`src/logic/tsr_pkg.sv`:
```
// Package with register map, field positions and types of the result block.
package tsr_pkg;

    // ==========================================================
    // Register offsets
    localparam logic [7:0] TSR_CFG_ADDR   = 8'h01;
    localparam logic [7:0] TSR_RES_ADDR   = 8'h02;
    localparam logic [7:0] TSR_ID_ADDR    = 8'h03;
    localparam logic [7:0] TSR_CRIT_ADDR  = 8'h04;
    localparam logic [7:0] TSR_HIGH_ADDR  = 8'h06;
    localparam logic [7:0] TSR_LOW_ADDR   = 8'h07;

    // ==========================================================
    // Configuration field positions
    localparam int TSR_CFG_RES_BIT   = 7;
    localparam int TSR_CFG_MODE_BIT  = 4;
    localparam int TSR_CFG_LPOL_BIT  = 3;
    localparam int TSR_CFG_CPOL_BIT  = 2;
    localparam int TSR_CFG_FQ_HI     = 1;

    // ==========================================================
    // Result flag positions in 13-bit mode
    localparam int TSR_FLAG_CRIT_BIT = 2;
    localparam int TSR_FLAG_HIGH_BIT = 1;
    localparam int TSR_FLAG_LOW_BIT  = 0;

    // ==========================================================
    // Reset values
    localparam logic [7:0]  TSR_CFG_RST    = 8'h00;
    localparam logic [15:0] TSR_RES_RST    = 16'h0000;
    localparam logic [15:0] TSR_CRIT_RST   = 16'h4980;
    localparam logic [15:0] TSR_HIGH_RST   = 16'h2000;
    localparam logic [15:0] TSR_LOW_RST    = 16'h0500;

    // Identification codes; the values are arbitrary.
    localparam logic [4:0]  TSR_MAKER_ID   = 5'h0a;
    localparam logic [2:0]  TSR_REV_ID     = 3'h1;

    // ==========================================================
    // Register port request
    typedef struct packed {
        logic [7:0]  addr;
        logic [15:0] wdata;
        logic        wr;
        logic        rd;
    } tsr_req_t;

    // Completed conversion from the converter
    typedef struct packed {
        logic [15:0] value;
        logic        valid;
    } tsr_conv_t;

endpackage

```
`src/logic/tsr_regs.sv`:
```
// Result, alarm and configuration register block of the temperature sensor.
//
// Summary of operation
// (RULE1) Config bit 4 picks latched interrupt (0) or comparator (1) pins.
// (RULE2) Config bit 3 sets limit alarm pin polarity; 1 high, reset 0.
// (RULE3) Config bit 2 sets critical alarm pin polarity; 1 high, reset 0.
// (RULE4) Config bits 1:0 set consecutive faults needed: one to four.
// (RULE5) A non-faulting conversion clears the consecutive fault count.
// (RULE6) Result is read-only 16-bit two's complement at 0x02.
// (RULE7) Config bit 7 selects 13-bit or 16-bit result format.
// (RULE8) Step is 0.0625 C in 13-bit, 0.0078 C in 16-bit mode.
// (RULE9) Result bit 15 is the sign, 1 meaning negative.
// (RULE10) In 13-bit mode result bits 2:0 are critical, high, low flags.
// (RULE11) In 16-bit mode result bits 2:0 are extended value bits.
// (RULE12) 13-bit mode: bit 2 set when value above critical limit.
// (RULE13) 13-bit mode: bit 1 set when value above high limit.
// (RULE14) 13-bit mode: bit 0 set when value below low limit.
// (RULE15) Read-only ID at 0x03: maker code 7:3, revision 2:0.
// (RULE16) Writable critical limit at 0x04, two's complement, sign at MSB.
// (RULE17) Critical event when result strictly greater than critical limit.
// (RULE18) Critical pin goes active on critical event, after queue, polarity.
// (RULE19) Critical limit resets to the code for +147 C.
// (RULE20) Critical limit reset code is 0x4980.
// (RULE21) Result reads zero after reset until first conversion completes.
`timescale 1ns/1ps

module tsr_regs
    import tsr_pkg::*;
(
    // Clock and reset
    input  wire logic              sys_clk_i,
    input  wire logic              rst_i,
    // Register port
    input  wire tsr_pkg::tsr_req_t req_i,
    output logic [15:0]            rdata_o,
    // Converter result
    input  wire tsr_pkg::tsr_conv_t conv_i,
    // Alarm pins, open drain
    output logic                   limit_alarm_pin_o,
    output logic                   limit_alarm_pin_oe_o,
    output logic                   critical_alarm_pin_o,
    output logic                   critical_alarm_pin_oe_o
);

    // ==========================================================
    // Declarations
    logic [7:0]  cfg_reg;
    logic [15:0] res_reg;
    logic [15:0] crit_reg;
    logic [15:0] high_reg;
    logic [15:0] low_reg;
    logic [2:0]  crit_cnt_reg;
    logic [2:0]  lim_cnt_reg;
    logic        crit_act_reg;
    logic        lim_act_reg;
    logic [2:0]  fq_need;
    logic        crit_fault;
    logic        lim_fault;
    logic        high_fault;
    logic        low_fault;
    logic        hi_res;
    logic        cmp_mode;
    logic [15:0] rdata_next;

    // Signed compare of the temperature part; 13-bit mode ignores bits 2:0.
    function automatic logic sgt(input logic [15:0] a,
                                 input logic [15:0] b,
                                 input logic        full);
        logic [15:0] am;
        logic [15:0] bm;
        am = full ? a : {a[15:3], 3'h0};
        bm = full ? b : {b[15:3], 3'h0};
        sgt = $signed(am) > $signed(bm);
    endfunction

    // ==========================================================
    // Configuration register and limits
    assign hi_res   = cfg_reg[TSR_CFG_RES_BIT]; // RULE7
    assign cmp_mode = cfg_reg[TSR_CFG_MODE_BIT]; // RULE1
    assign fq_need  = {1'b0, cfg_reg[TSR_CFG_FQ_HI:0]} + 3'h1; // RULE4

    always_ff @(posedge sys_clk_i)
    begin
        if (rst_i)
        begin
            cfg_reg  <= TSR_CFG_RST;
            crit_reg <= TSR_CRIT_RST; // RULE19 RULE20
            high_reg <= TSR_HIGH_RST;
            low_reg  <= TSR_LOW_RST;
        end
        else if (req_i.wr)
        begin
            case (req_i.addr)
                TSR_CFG_ADDR:  cfg_reg  <= req_i.wdata[7:0];
                TSR_CRIT_ADDR: crit_reg <= req_i.wdata; // RULE16
                TSR_HIGH_ADDR: high_reg <= req_i.wdata;
                TSR_LOW_ADDR:  low_reg  <= req_i.wdata;
                default:       cfg_reg  <= cfg_reg;
            endcase
        end
    end

    // ==========================================================
    // Fault detection on the incoming conversion
    assign crit_fault = sgt(conv_i.value, crit_reg, hi_res); // RULE17
    assign high_fault = sgt(conv_i.value, high_reg, hi_res);
    assign low_fault  = sgt(low_reg, conv_i.value, hi_res);
    assign lim_fault  = high_fault | low_fault;

    // ==========================================================
    // Temperature result register
    always_ff @(posedge sys_clk_i)
    begin
        if (rst_i)
            res_reg <= TSR_RES_RST; // RULE21
        else if (conv_i.valid)
        begin
            if (hi_res)
                res_reg <= conv_i.value; // RULE6 RULE8 RULE9 RULE11
            else
                res_reg <= {conv_i.value[15:3], // RULE10
                            crit_fault, // RULE12
                            high_fault, // RULE13
                            low_fault}; // RULE14
        end
    end

    // ==========================================================
    // Fault queues
    always_ff @(posedge sys_clk_i)
    begin
        if (rst_i)
        begin
            crit_cnt_reg <= 3'h0;
            lim_cnt_reg  <= 3'h0;
        end
        else if (conv_i.valid)
        begin
            if (!crit_fault)
                crit_cnt_reg <= 3'h0; // RULE5
            else if (crit_cnt_reg < 3'h4)
                crit_cnt_reg <= crit_cnt_reg + 3'h1; // RULE4
            if (!lim_fault)
                lim_cnt_reg <= 3'h0; // RULE5
            else if (lim_cnt_reg < 3'h4)
                lim_cnt_reg <= lim_cnt_reg + 3'h1; // RULE4
        end
    end

    // ==========================================================
    // Alarm state: comparator follows, interrupt holds until a register read in a cycle without a valid conversion
    always_ff @(posedge sys_clk_i)
    begin
        if (rst_i)
        begin
            crit_act_reg <= 1'b0;
            lim_act_reg  <= 1'b0;
        end
        else if (conv_i.valid)
        begin
            if (crit_fault && (crit_cnt_reg + 3'h1 >= fq_need))
                crit_act_reg <= 1'b1; // RULE18
            else if (!crit_fault && cmp_mode)
                crit_act_reg <= 1'b0; // RULE1
            if (lim_fault && (lim_cnt_reg + 3'h1 >= fq_need))
                lim_act_reg <= 1'b1; // RULE4
            else if (!lim_fault && cmp_mode)
                lim_act_reg <= 1'b0; // RULE1
        end
        else if (req_i.rd && !cmp_mode)
        begin
            // Any register read in a cycle without a valid conversion releases a latched interrupt.
            crit_act_reg <= 1'b0; // RULE1
            lim_act_reg  <= 1'b0;
        end
    end

    // ==========================================================
    // Pin drive: an active-high pin releases when active, low drives.
    assign critical_alarm_pin_o    = 1'b0;
    assign critical_alarm_pin_oe_o =
        crit_act_reg ^ cfg_reg[TSR_CFG_CPOL_BIT]; // RULE3
    assign limit_alarm_pin_o       = 1'b0;
    assign limit_alarm_pin_oe_o    =
        lim_act_reg ^ cfg_reg[TSR_CFG_LPOL_BIT]; // RULE2

    // ==========================================================
    // Read path
    always_comb
    begin
        case (req_i.addr)
            TSR_CFG_ADDR:  rdata_next = {8'h00, cfg_reg};
            TSR_RES_ADDR:  rdata_next = res_reg; // RULE6
            TSR_ID_ADDR:
                rdata_next = {8'h00, TSR_MAKER_ID, TSR_REV_ID}; // RULE15
            TSR_CRIT_ADDR: rdata_next = crit_reg;
            TSR_HIGH_ADDR: rdata_next = high_reg;
            TSR_LOW_ADDR:  rdata_next = low_reg;
            default:       rdata_next = 16'h0000;
        endcase
    end

    always_ff @(posedge sys_clk_i)
    begin
        if (rst_i)
            rdata_o <= 16'h0000;
        else if (req_i.rd)
            rdata_o <= rdata_next;
        else
            rdata_o <= 16'h0000;
    end

    // ==========================================================
    // Assertions
    crit_reset_a : assert property (@(posedge sys_clk_i) // RULE20
        $fell(rst_i) |-> crit_reg == 16'h4980)
        else $error("critical limit reset code wrong");
    res_reset_a : assert property (@(posedge sys_clk_i) // RULE21
        disable iff (rst_i) $fell(rst_i) |-> res_reg == 16'h0000)
        else $error("result not zero after reset");
    res_load_a : assert property (@(posedge sys_clk_i) // RULE11
        disable iff (rst_i) conv_i.valid && hi_res
        |=> res_reg == $past(conv_i.value))
        else $error("16-bit result not loaded");
    flag_crit_a : assert property (@(posedge sys_clk_i) // RULE12
        disable iff (rst_i) conv_i.valid && !hi_res
        |=> res_reg[2] == $past(crit_fault))
        else $error("critical flag wrong");
    flag_high_a : assert property (@(posedge sys_clk_i) // RULE13
        disable iff (rst_i) conv_i.valid && !hi_res
        |=> res_reg[1] == $past(high_fault))
        else $error("high flag wrong");
    flag_low_a : assert property (@(posedge sys_clk_i) // RULE14
        disable iff (rst_i) conv_i.valid && !hi_res
        |=> res_reg[0] == $past(low_fault))
        else $error("low flag wrong");
    queue_clear_a : assert property (@(posedge sys_clk_i) // RULE5
        disable iff (rst_i) conv_i.valid && !crit_fault
        |=> crit_cnt_reg == 3'h0)
        else $error("fault count not cleared");
    crit_pol_a : assert property (@(posedge sys_clk_i) // RULE3
        disable iff (rst_i) critical_alarm_pin_oe_o
        == (crit_act_reg != cfg_reg[2]))
        else $error("critical pin polarity wrong");
    lim_pol_a : assert property (@(posedge sys_clk_i) // RULE2
        disable iff (rst_i) limit_alarm_pin_oe_o
        == (lim_act_reg != cfg_reg[3]))
        else $error("limit pin polarity wrong");
    single_fault_a : assert property (@(posedge sys_clk_i) // RULE18
        disable iff (rst_i) conv_i.valid && crit_fault
        && cfg_reg[1:0] == 2'h0 |=> crit_act_reg)
        else $error("critical alarm not raised");
    cmp_release_a : assert property (@(posedge sys_clk_i) // RULE1
        disable iff (rst_i) conv_i.valid && !crit_fault && cmp_mode
        |=> !crit_act_reg)
        else $error("comparator mode did not release");
    id_read_a : assert property (@(posedge sys_clk_i) // RULE15
        disable iff (rst_i) req_i.rd && req_i.addr == 8'h03
        |=> rdata_o[7:0] == {TSR_MAKER_ID, TSR_REV_ID})
        else $error("identification read wrong");

    // ==========================================================
    // Register port assertions
    rdata_idle_a : assert property (@(posedge sys_clk_i) // RULE6
        disable iff (rst_i) !req_i.rd |=> rdata_o == 16'h0000)
        else $error("read data did not return to zero");

    id_upper_a : assert property (@(posedge sys_clk_i) // RULE15
        disable iff (rst_i) req_i.rd && req_i.addr == TSR_ID_ADDR
        |=> rdata_o[15:8] == 8'h00)
        else $error("identification upper byte not zero");

    res_read_a : assert property (@(posedge sys_clk_i) // RULE6
        disable iff (rst_i) req_i.rd && req_i.addr == TSR_RES_ADDR
        |=> rdata_o == $past(res_reg))
        else $error("result read wrong");

    crit_read_a : assert property (@(posedge sys_clk_i) // RULE16
        disable iff (rst_i) req_i.rd && req_i.addr == TSR_CRIT_ADDR
        |=> rdata_o == $past(crit_reg))
        else $error("critical limit read wrong");

    cfg_read_a : assert property (@(posedge sys_clk_i) // RULE7
        disable iff (rst_i) req_i.rd && req_i.addr == TSR_CFG_ADDR
        |=> rdata_o == {8'h00, $past(cfg_reg)})
        else $error("configuration read wrong");

    crit_write_a : assert property (@(posedge sys_clk_i) // RULE16
        disable iff (rst_i) req_i.wr && req_i.addr == TSR_CRIT_ADDR
        |=> crit_reg == $past(req_i.wdata))
        else $error("critical limit write lost");

    cfg_write_a : assert property (@(posedge sys_clk_i) // RULE1
        disable iff (rst_i) req_i.wr && req_i.addr == TSR_CFG_ADDR
        |=> cfg_reg == $past(req_i.wdata[7:0]))
        else $error("configuration write lost");

    high_write_a : assert property (@(posedge sys_clk_i) // RULE13
        disable iff (rst_i) req_i.wr && req_i.addr == TSR_HIGH_ADDR
        |=> high_reg == $past(req_i.wdata))
        else $error("high limit write lost");

    low_write_a : assert property (@(posedge sys_clk_i) // RULE14
        disable iff (rst_i) req_i.wr && req_i.addr == TSR_LOW_ADDR
        |=> low_reg == $past(req_i.wdata))
        else $error("low limit write lost");

    // ==========================================================
    // Result register assertions
    res_hold_a : assert property (@(posedge sys_clk_i) // RULE6
        disable iff (rst_i) !conv_i.valid |=> $stable(res_reg))
        else $error("result changed without conversion");

    res_upper_a : assert property (@(posedge sys_clk_i) // RULE10
        disable iff (rst_i) conv_i.valid && !hi_res
        |=> res_reg[15:3] == $past(conv_i.value[15:3]))
        else $error("13-bit result value wrong");

    res_sign_a : assert property (@(posedge sys_clk_i) // RULE9
        disable iff (rst_i) conv_i.valid
        |=> res_reg[15] == $past(conv_i.value[15]))
        else $error("result sign wrong");

    // ==========================================================
    // Fault queue and alarm assertions
    cnt_limit_a : assert property (@(posedge sys_clk_i) // RULE4
        disable iff (rst_i) crit_cnt_reg <= 3'h4 && lim_cnt_reg <= 3'h4)
        else $error("fault count beyond four");

    lim_clear_a : assert property (@(posedge sys_clk_i) // RULE5
        disable iff (rst_i) conv_i.valid && !lim_fault
        |=> lim_cnt_reg == 3'h0)
        else $error("limit fault count not cleared");

    lim_single_a : assert property (@(posedge sys_clk_i) // RULE4
        disable iff (rst_i) conv_i.valid && lim_fault
        && cfg_reg[1:0] == 2'h0 |=> lim_act_reg)
        else $error("limit alarm not raised");

    lim_release_a : assert property (@(posedge sys_clk_i) // RULE1
        disable iff (rst_i) conv_i.valid && !lim_fault && cmp_mode
        |=> !lim_act_reg)
        else $error("limit comparator did not release");

    queue_wait_a : assert property (@(posedge sys_clk_i) // RULE4
        disable iff (rst_i) conv_i.valid && !crit_act_reg
        && (crit_cnt_reg + 3'h1 < fq_need) |=> !crit_act_reg)
        else $error("critical alarm before queue filled");

    latch_hold_a : assert property (@(posedge sys_clk_i) // RULE1
        disable iff (rst_i) !conv_i.valid && !req_i.rd && crit_act_reg
        |=> crit_act_reg)
        else $error("critical alarm dropped on its own");

    latch_clear_a : assert property (@(posedge sys_clk_i) // RULE1
        disable iff (rst_i) !conv_i.valid && req_i.rd && !cmp_mode
        |=> !crit_act_reg && !lim_act_reg)
        else $error("read did not release latched alarm");

    crit_alarm_c : cover property (@(posedge sys_clk_i)
        disable iff (rst_i) $rose(crit_act_reg));
    queue_four_c : cover property (@(posedge sys_clk_i)
        disable iff (rst_i) crit_cnt_reg == 3'h4);
    hires_c : cover property (@(posedge sys_clk_i)
        disable iff (rst_i) conv_i.valid && hi_res);
    latch_clear_c : cover property (@(posedge sys_clk_i)
        disable iff (rst_i) $fell(lim_act_reg) && !cmp_mode);

endmodule

```
`config.mk`:
```
export PLATFORM = sky130hd
export DESIGN_NAME = tsr_regs
export DESIGN_NICKNAME = d
export VERILOG_FILES = /design/src/logic/tsr_pkg.sv /design/src/logic/tsr_regs.sv
export SDC_FILE = /design/constraint.sdc
export NUM_CORES = 1
export LEC_CHECK = 0
export ABC_AREA = 1
export ABC_CLOCK_PERIOD_IN_PS = 2300
export BUFFER_PORTS_ARGS = -buffer_cell sky130_fd_sc_hd__buf_2
export CORE_MARGIN = 8
export CORE_UTILIZATION = 58
export CTS_CLUSTER_DIAMETER = 200
export DETAILED_ROUTE_END_ITERATION = 16
export MAX_ROUTING_LAYER = met4
export PLACE_DENSITY_LB_ADDON = 0.12
export SYNTH_ARGS = -nofsm -noshare
export SYNTH_HDL_FRONTEND = slang
export SYNTH_SLANG_ARGS = --single-unit
```
`constraint.sdc`:
```
create_clock -name sys_clk_i -period 2.3 [get_ports sys_clk_i]
set_clock_uncertainty 0.1 [all_clocks]
set_input_delay 0.23 -clock sys_clk_i [delete_from_list [all_inputs] [get_ports sys_clk_i]]
set_output_delay 0.23 -clock sys_clk_i [all_outputs]
set_load 0.1 [all_outputs]
```
After elaboration in Yosys (flattened, before gate mapping)
Index checks and enable logic that the tools add are counted.
W data, S select, Z words.
{ "word_totals": {"output_inout_bits": 20, "ram_bits": 0, "memories": 0, "regBits": 96, "latch_bits": 0, "rom_bits": 0, "in_bits": 45, "wordCells": 69} }
{ "classes": {"multipliers": 0, "eq_ne": 10, "n_mux": 17, "n_reduce_logical": 18, "n_addsub": 3, "n_shift": 0, "bitwise": 4, "order_cmp": 7, "n_div": 0} }
{ "op_table": {"columns": ["operator", "n"], "rows": [
  ["$pmux W16 S6", 1],
  ["$gt A16 B16 Y1", 3],
  ["$mux W3", 9],
  ["$eq A8 B3 Y1 const B", 3],
  ["$eq A8 B2 Y1 const B", 2],
  ["$reduce_and A2 Y1", 8],
  ["$eq A8 B1 Y1 const B", 1],
  ["$mux W1", 7],
  ["$add A3 B1 Y3 const B", 2],
  ["$ge A3 B3 Y1", 2],
  ["$lt A3 B3 Y1 const B", 2],
  ["$ne A3 B1 Y1 const B", 2],
  ["$logic_and A1 B1 Y1", 5],
  ["$ne A2 B1 Y1 const B", 2],
  ["$add A2 B1 Y3 const B", 1],
  ["$logic_not A1 Y1", 3],
  ["$reduce_bool A2 Y1", 1],
  ["$reduce_or A2 Y1", 1],
  ["$xor A1 B1 Y1", 2],
  ["$not A1 Y1", 1],
  ["$or A1 B1 Y1", 1]
]} }

Longest topological paths before layout
{ "depth": {"depth_word": 8, "ltp_mapped": 19, "depth_no_buf": 18} }

Worst setup path after synthesis
OpenSTA, ideal clock, no wires.
{ "synth_timing": {"path_kind": "register to output", "start": "register crit_act_reg", "end": "output critical_alarm_pin_oe_o", "n_path_buf": 0, "t_arrival_ns": 1.795, "path_stages_with_launch": 2, "required_ns": 1.970, "slack_ns": 0.175, "path_cell_list": "dfxtp_1 -> xor2_1"} }
{ "synth_between": {"elab_chain_len": 1} }
{ "synth_rtl": {"columns": ["element", "line_no", "text"], "rows": [
  ["start: declaration", "tsr_regs.sv:54", "logic crit_act_reg;"],
  ["start signal: assignment", "tsr_regs.sv:156", "crit_act_reg <= 1'b0;"],
  ["start signal: assignment", "tsr_regs.sv:162", "crit_act_reg <= 1'b1;"],
  ["start signal: assignment", "tsr_regs.sv:164", "crit_act_reg <= 1'b0;"],
  ["$xor A1 B1 Y1", "tsr_regs.sv:182", "crit_act_reg ^ cfg_reg[TSR_CFG_CPOL_BIT];"],
  ["end: declaration", "tsr_regs.sv:42", "output logic critical_alarm_pin_oe_o"]
]} }
Every way passes these cells.

Worst setup path in the final report
{ "layout_timing": {"start": "register crit_reg[5]", "end": "register crit_cnt_reg[1]"} }
{ "layout_between": {"elab_chain_len": 3, "word_cells_on_any_way": 4, "classes_between": "1 x order compare; 1 x eq/ne; 1 x mux; 1 x reduce/logical"} }
{ "layout_rtl": {"columns": ["element", "line_no", "text"], "rows": [
  ["start: declaration", "tsr_regs.sv:49", "logic [15:0] crit_reg;"],
  ["start signal: assignment", "tsr_regs.sv:95", "TSR_CRIT_ADDR: crit_reg <= req_i.wdata;"],
  ["$gt A16 B16 Y1 *", "tsr_regs.sv:73", "sgt = $signed(am) > $signed(bm);"],
  ["$ne A2 B1 Y1 (no line)", null, null],
  ["$reduce_and A2 Y1 (no line)", null, null],
  ["end signal: assignment", "tsr_regs.sv:142", "crit_cnt_reg <= crit_cnt_reg + 3'h1;"],
  ["end: declaration", "tsr_regs.sv:52", "logic [2:0] crit_cnt_reg;"]
]} }
Every way passes the cells marked *; elsewhere a longest branch is shown, timed or not.
A chain may end at the register's enable or synchronous reset.

==> qor.yml <==
cp_data_required_time_ns: 2.51
synthDominantCellAreaShare_pct: 36.6
drt_wl_total_um: 14100
slew_headroom_pct: 50.2
globalRouteOverflowTotal: 0
wl_met1_um: 6200
die_w_um: 111
ys.flop_type: "dfxtp_1"
cts_tree: "done"
setup_ws_ns: 0.214
p_int_mw: 2.27
final_util_pct: 66.8
post_drt_wl_per_cell_um: 16.4
fin_hold_ws_ns: 0.0194
grt_max_degree: 76
slew_viol_final: 0
route.met2.wl_um: 6420
die_area_um2: 12400
wl_met3_um: 1170
grt_usage_pct: 23.2
routabilityCongestion: 0.935
swShare_pct: 28.3
die_h_um: 111
syn_area_um2: 5250
rows: 34
place_ws_ns: 0.150
worst_pin_slew_ns: 0.747
p_per_area_nw_per_um2: 540
cap_violations: 0
initial_utilization_pct: 59.9
r2r_end: "crit_cnt_reg[1]"
path_cells: "inv_1 -> ha_1 -> a21oi_1 -> nor2_1 -> a211oi_2 -> nand2_1 -> nand2_1 -> nand2_1 -> nand2_1 -> nand3_4 -> o21ai_2 -> nand2_1 -> nor2_1"
hold_end: "low_reg[10]"
end_kind: "flop"
hold_class: "input pin to flop"
drt-pass1-iter-count: 5
nets: 843
startpoint_type: "flop"
root_buffer: "clkbuf_8"
cts_setup_buffers: 0
ys_seq_area_share_pct: 36.6
antenna_left: 0
reg2reg_depth: 13
area_growth_pct: 11.5
critical_path_class: "flop to flop"
vias_per_cell: 5.64
drt_iter0_markers: 287
crit_fanout: 4
placed_cells: 844
async_reset_ff_share_pct: 0
timing.rr.start: "crit_reg[5]"
synth_edf_count: 0
netlist_instances: 688
clockPowerShare_pct: 32.8
slowest_stage: "dfxtp_1"
clock_sinks: 96
crit_top_cell: "nand2_1"
remaining_drc_errors: 0
grt_first_pass_wirelength_um: 23300
hp-start: "req_i[12]"
leakage_nw: 2.68
synth_commonest_cells: "inv_1, dfxtp_1, a21oi_1, nand2_1, o21ai_0"
hold_path_depth: 3
final_layout_size_suffix_gt1_share_pct: 15.4
min_period_ns: 2.09
top_layer_used: "met4"
grt_pass1_vias: 4651
vias: 4850
avgSynthCellArea_um2: 7.63
max_stage_delay_ns: 0.32
cts_buffers: 9
fin_area_um2: 5850
clock.fmax_mhz: 479
hold_viol: 0
peakVddDrop_v: 0.000321
worstPathArrival_ns: 2.30
antenna_found_initial: 0
p_switching_uw: 895
port_buffers: 62
yosysMostFrequentCell: "inv_1"
finalSetupViolations: 0
outcome: "complete, no violations"
fin_setup_tns_ns: 0
clk_pin_slew_ns: 0.10
cp_num_buf_inv: 1
rrSetupSlack_ns: 0.21
clkLatencyLatePin_ns: 0.37
p_seq_share_pct: 54.2
htree_levels: 3
synthTopCellsByArea: "dfxtp_1, ha_1, a21oi_1"
layoutNonFillerInstCount: 860
coreArea_um2: 8760
synth_top_area_cell: "dfxtp_1"
rsz0062_at_grt: "false"
pwr-share-comb_pct: 12.9
clock_path_buffers: 2
boundaryPins: 65
diodes: 0
crit_family: "simple AND/OR/NAND/NOR gates"
dpl-instance-area_um2: 5650
finalCritPeriodShare_pct: 90.7
dp_hpwl_um: 10500
ys_ff_latch: 96
synth_warnings: 0
power_mw: 3.16
synth_cell_types: 36
-- per-layer routing --
metal	global-route usage [%]	vias to the layer above
met5	-	-
li1	-	2437
met2	36.1	192
met1	30.1	2198
met4	7.20	0
met3	3.95	23
-- timing repair --
action	in CTS	in global routing
endpoints found under the setup margin	0	6
hold buffers	0	0
resized for setup	0	6
hold endpoints to repair	0	0
-- cell type report --
| class | count | area (um2) |
|---|---|---|
| repair buffers | 75 | 412 |
| flip-flops and latches | 96 | 1920 |
| inverters | 111 | 417 |
| clock buffers | 11 | 141 |
| well taps | 108 | 135 |
| clock inverters | 5 | 40.0 |
| fillers | 776 | 2910 |
| multi-input cells | 454 | 2790 |
-- power groups by stage --
stage / clock network (mW) / logic [mW] / registers, mW
finish: 1.04 / 0.409 / 1.71
global route: 1.13 / 0.458 / 1.72
CTS: 1.06 / 0.404 / 1.71
detailed placement: 0 / 0.401 / 1.75
global placement: 0 / 0.389 / 1.75
floorplan: 0 / 0.271 / 1.75
-- how the worst max path moves through the flow --
| stage | start | to | slack, ns | cells past startpoint |
|---|---|---|---|---|
| final | crit_reg[5] | crit_cnt_reg[1] | 0.21 | 13 |
| after global routing | cfg_reg[7] | lim_act_reg | 0.02 | 18 |
| after CTS | crit_reg[5] | crit_cnt_reg[1] | 0.14 | 13 |
| after detailed placement | conv_i[6] | crit_cnt_reg[1] | 0.15 | 13 |
| after global placement | cfg_reg[7] | crit_cnt_reg[1] | 0.21 | 15 |
| after floorplan | crit_act_reg | critical_alarm_pin_oe_o | 0.18 | 1 |
-- layout by cell type (no fill, tap or decap), types with 7 or more instances in the layout --
cell and count:
a21oi_1 84, a221oi_1 12, buf_2 62, buf_4 12, clkbuf_8 10, dfxtp_1 95, ha_1 51, inv_1 107
nand2_1 82, nand3_1 13, nand4_1 7, nor2_1 56, o211ai_1 9, o21ai_0 72, o22ai_1 15
-- kinds of logic (layout without fill, tap and decap cells) --
family	count (synthesis)	count (layout)	share of synthesized area (%)
AO/OA/AOI/OAI	218	218	23.4
XOR/XNOR	4	4	0.667
adder cells (fa/ha/maj)	51	51	12.2
buffers and inverters	139	202	10.7
flip-flops	96	96	36.6
other	1	2	0.0714
AND/OR/NAND/NOR	179	179	16.3
-- worst reg2reg max path, stage by stage, from the launching register on --
cell and delay (ns):
dfxtp_1 0.32, inv_1 0.07, ha_1 0.31, a21oi_1 0.18, nor2_1 0.09, a211oi_2 0.24
nand2_1 0.10, nand2_1 0.09, nand2_1 0.05, nand2_1 0.10, nand3_4 0.11, o21ai_2 0.13
nand2_1 0.06, nor2_1 0.11
Note: power is estimated with default switching activity, not from simulation.
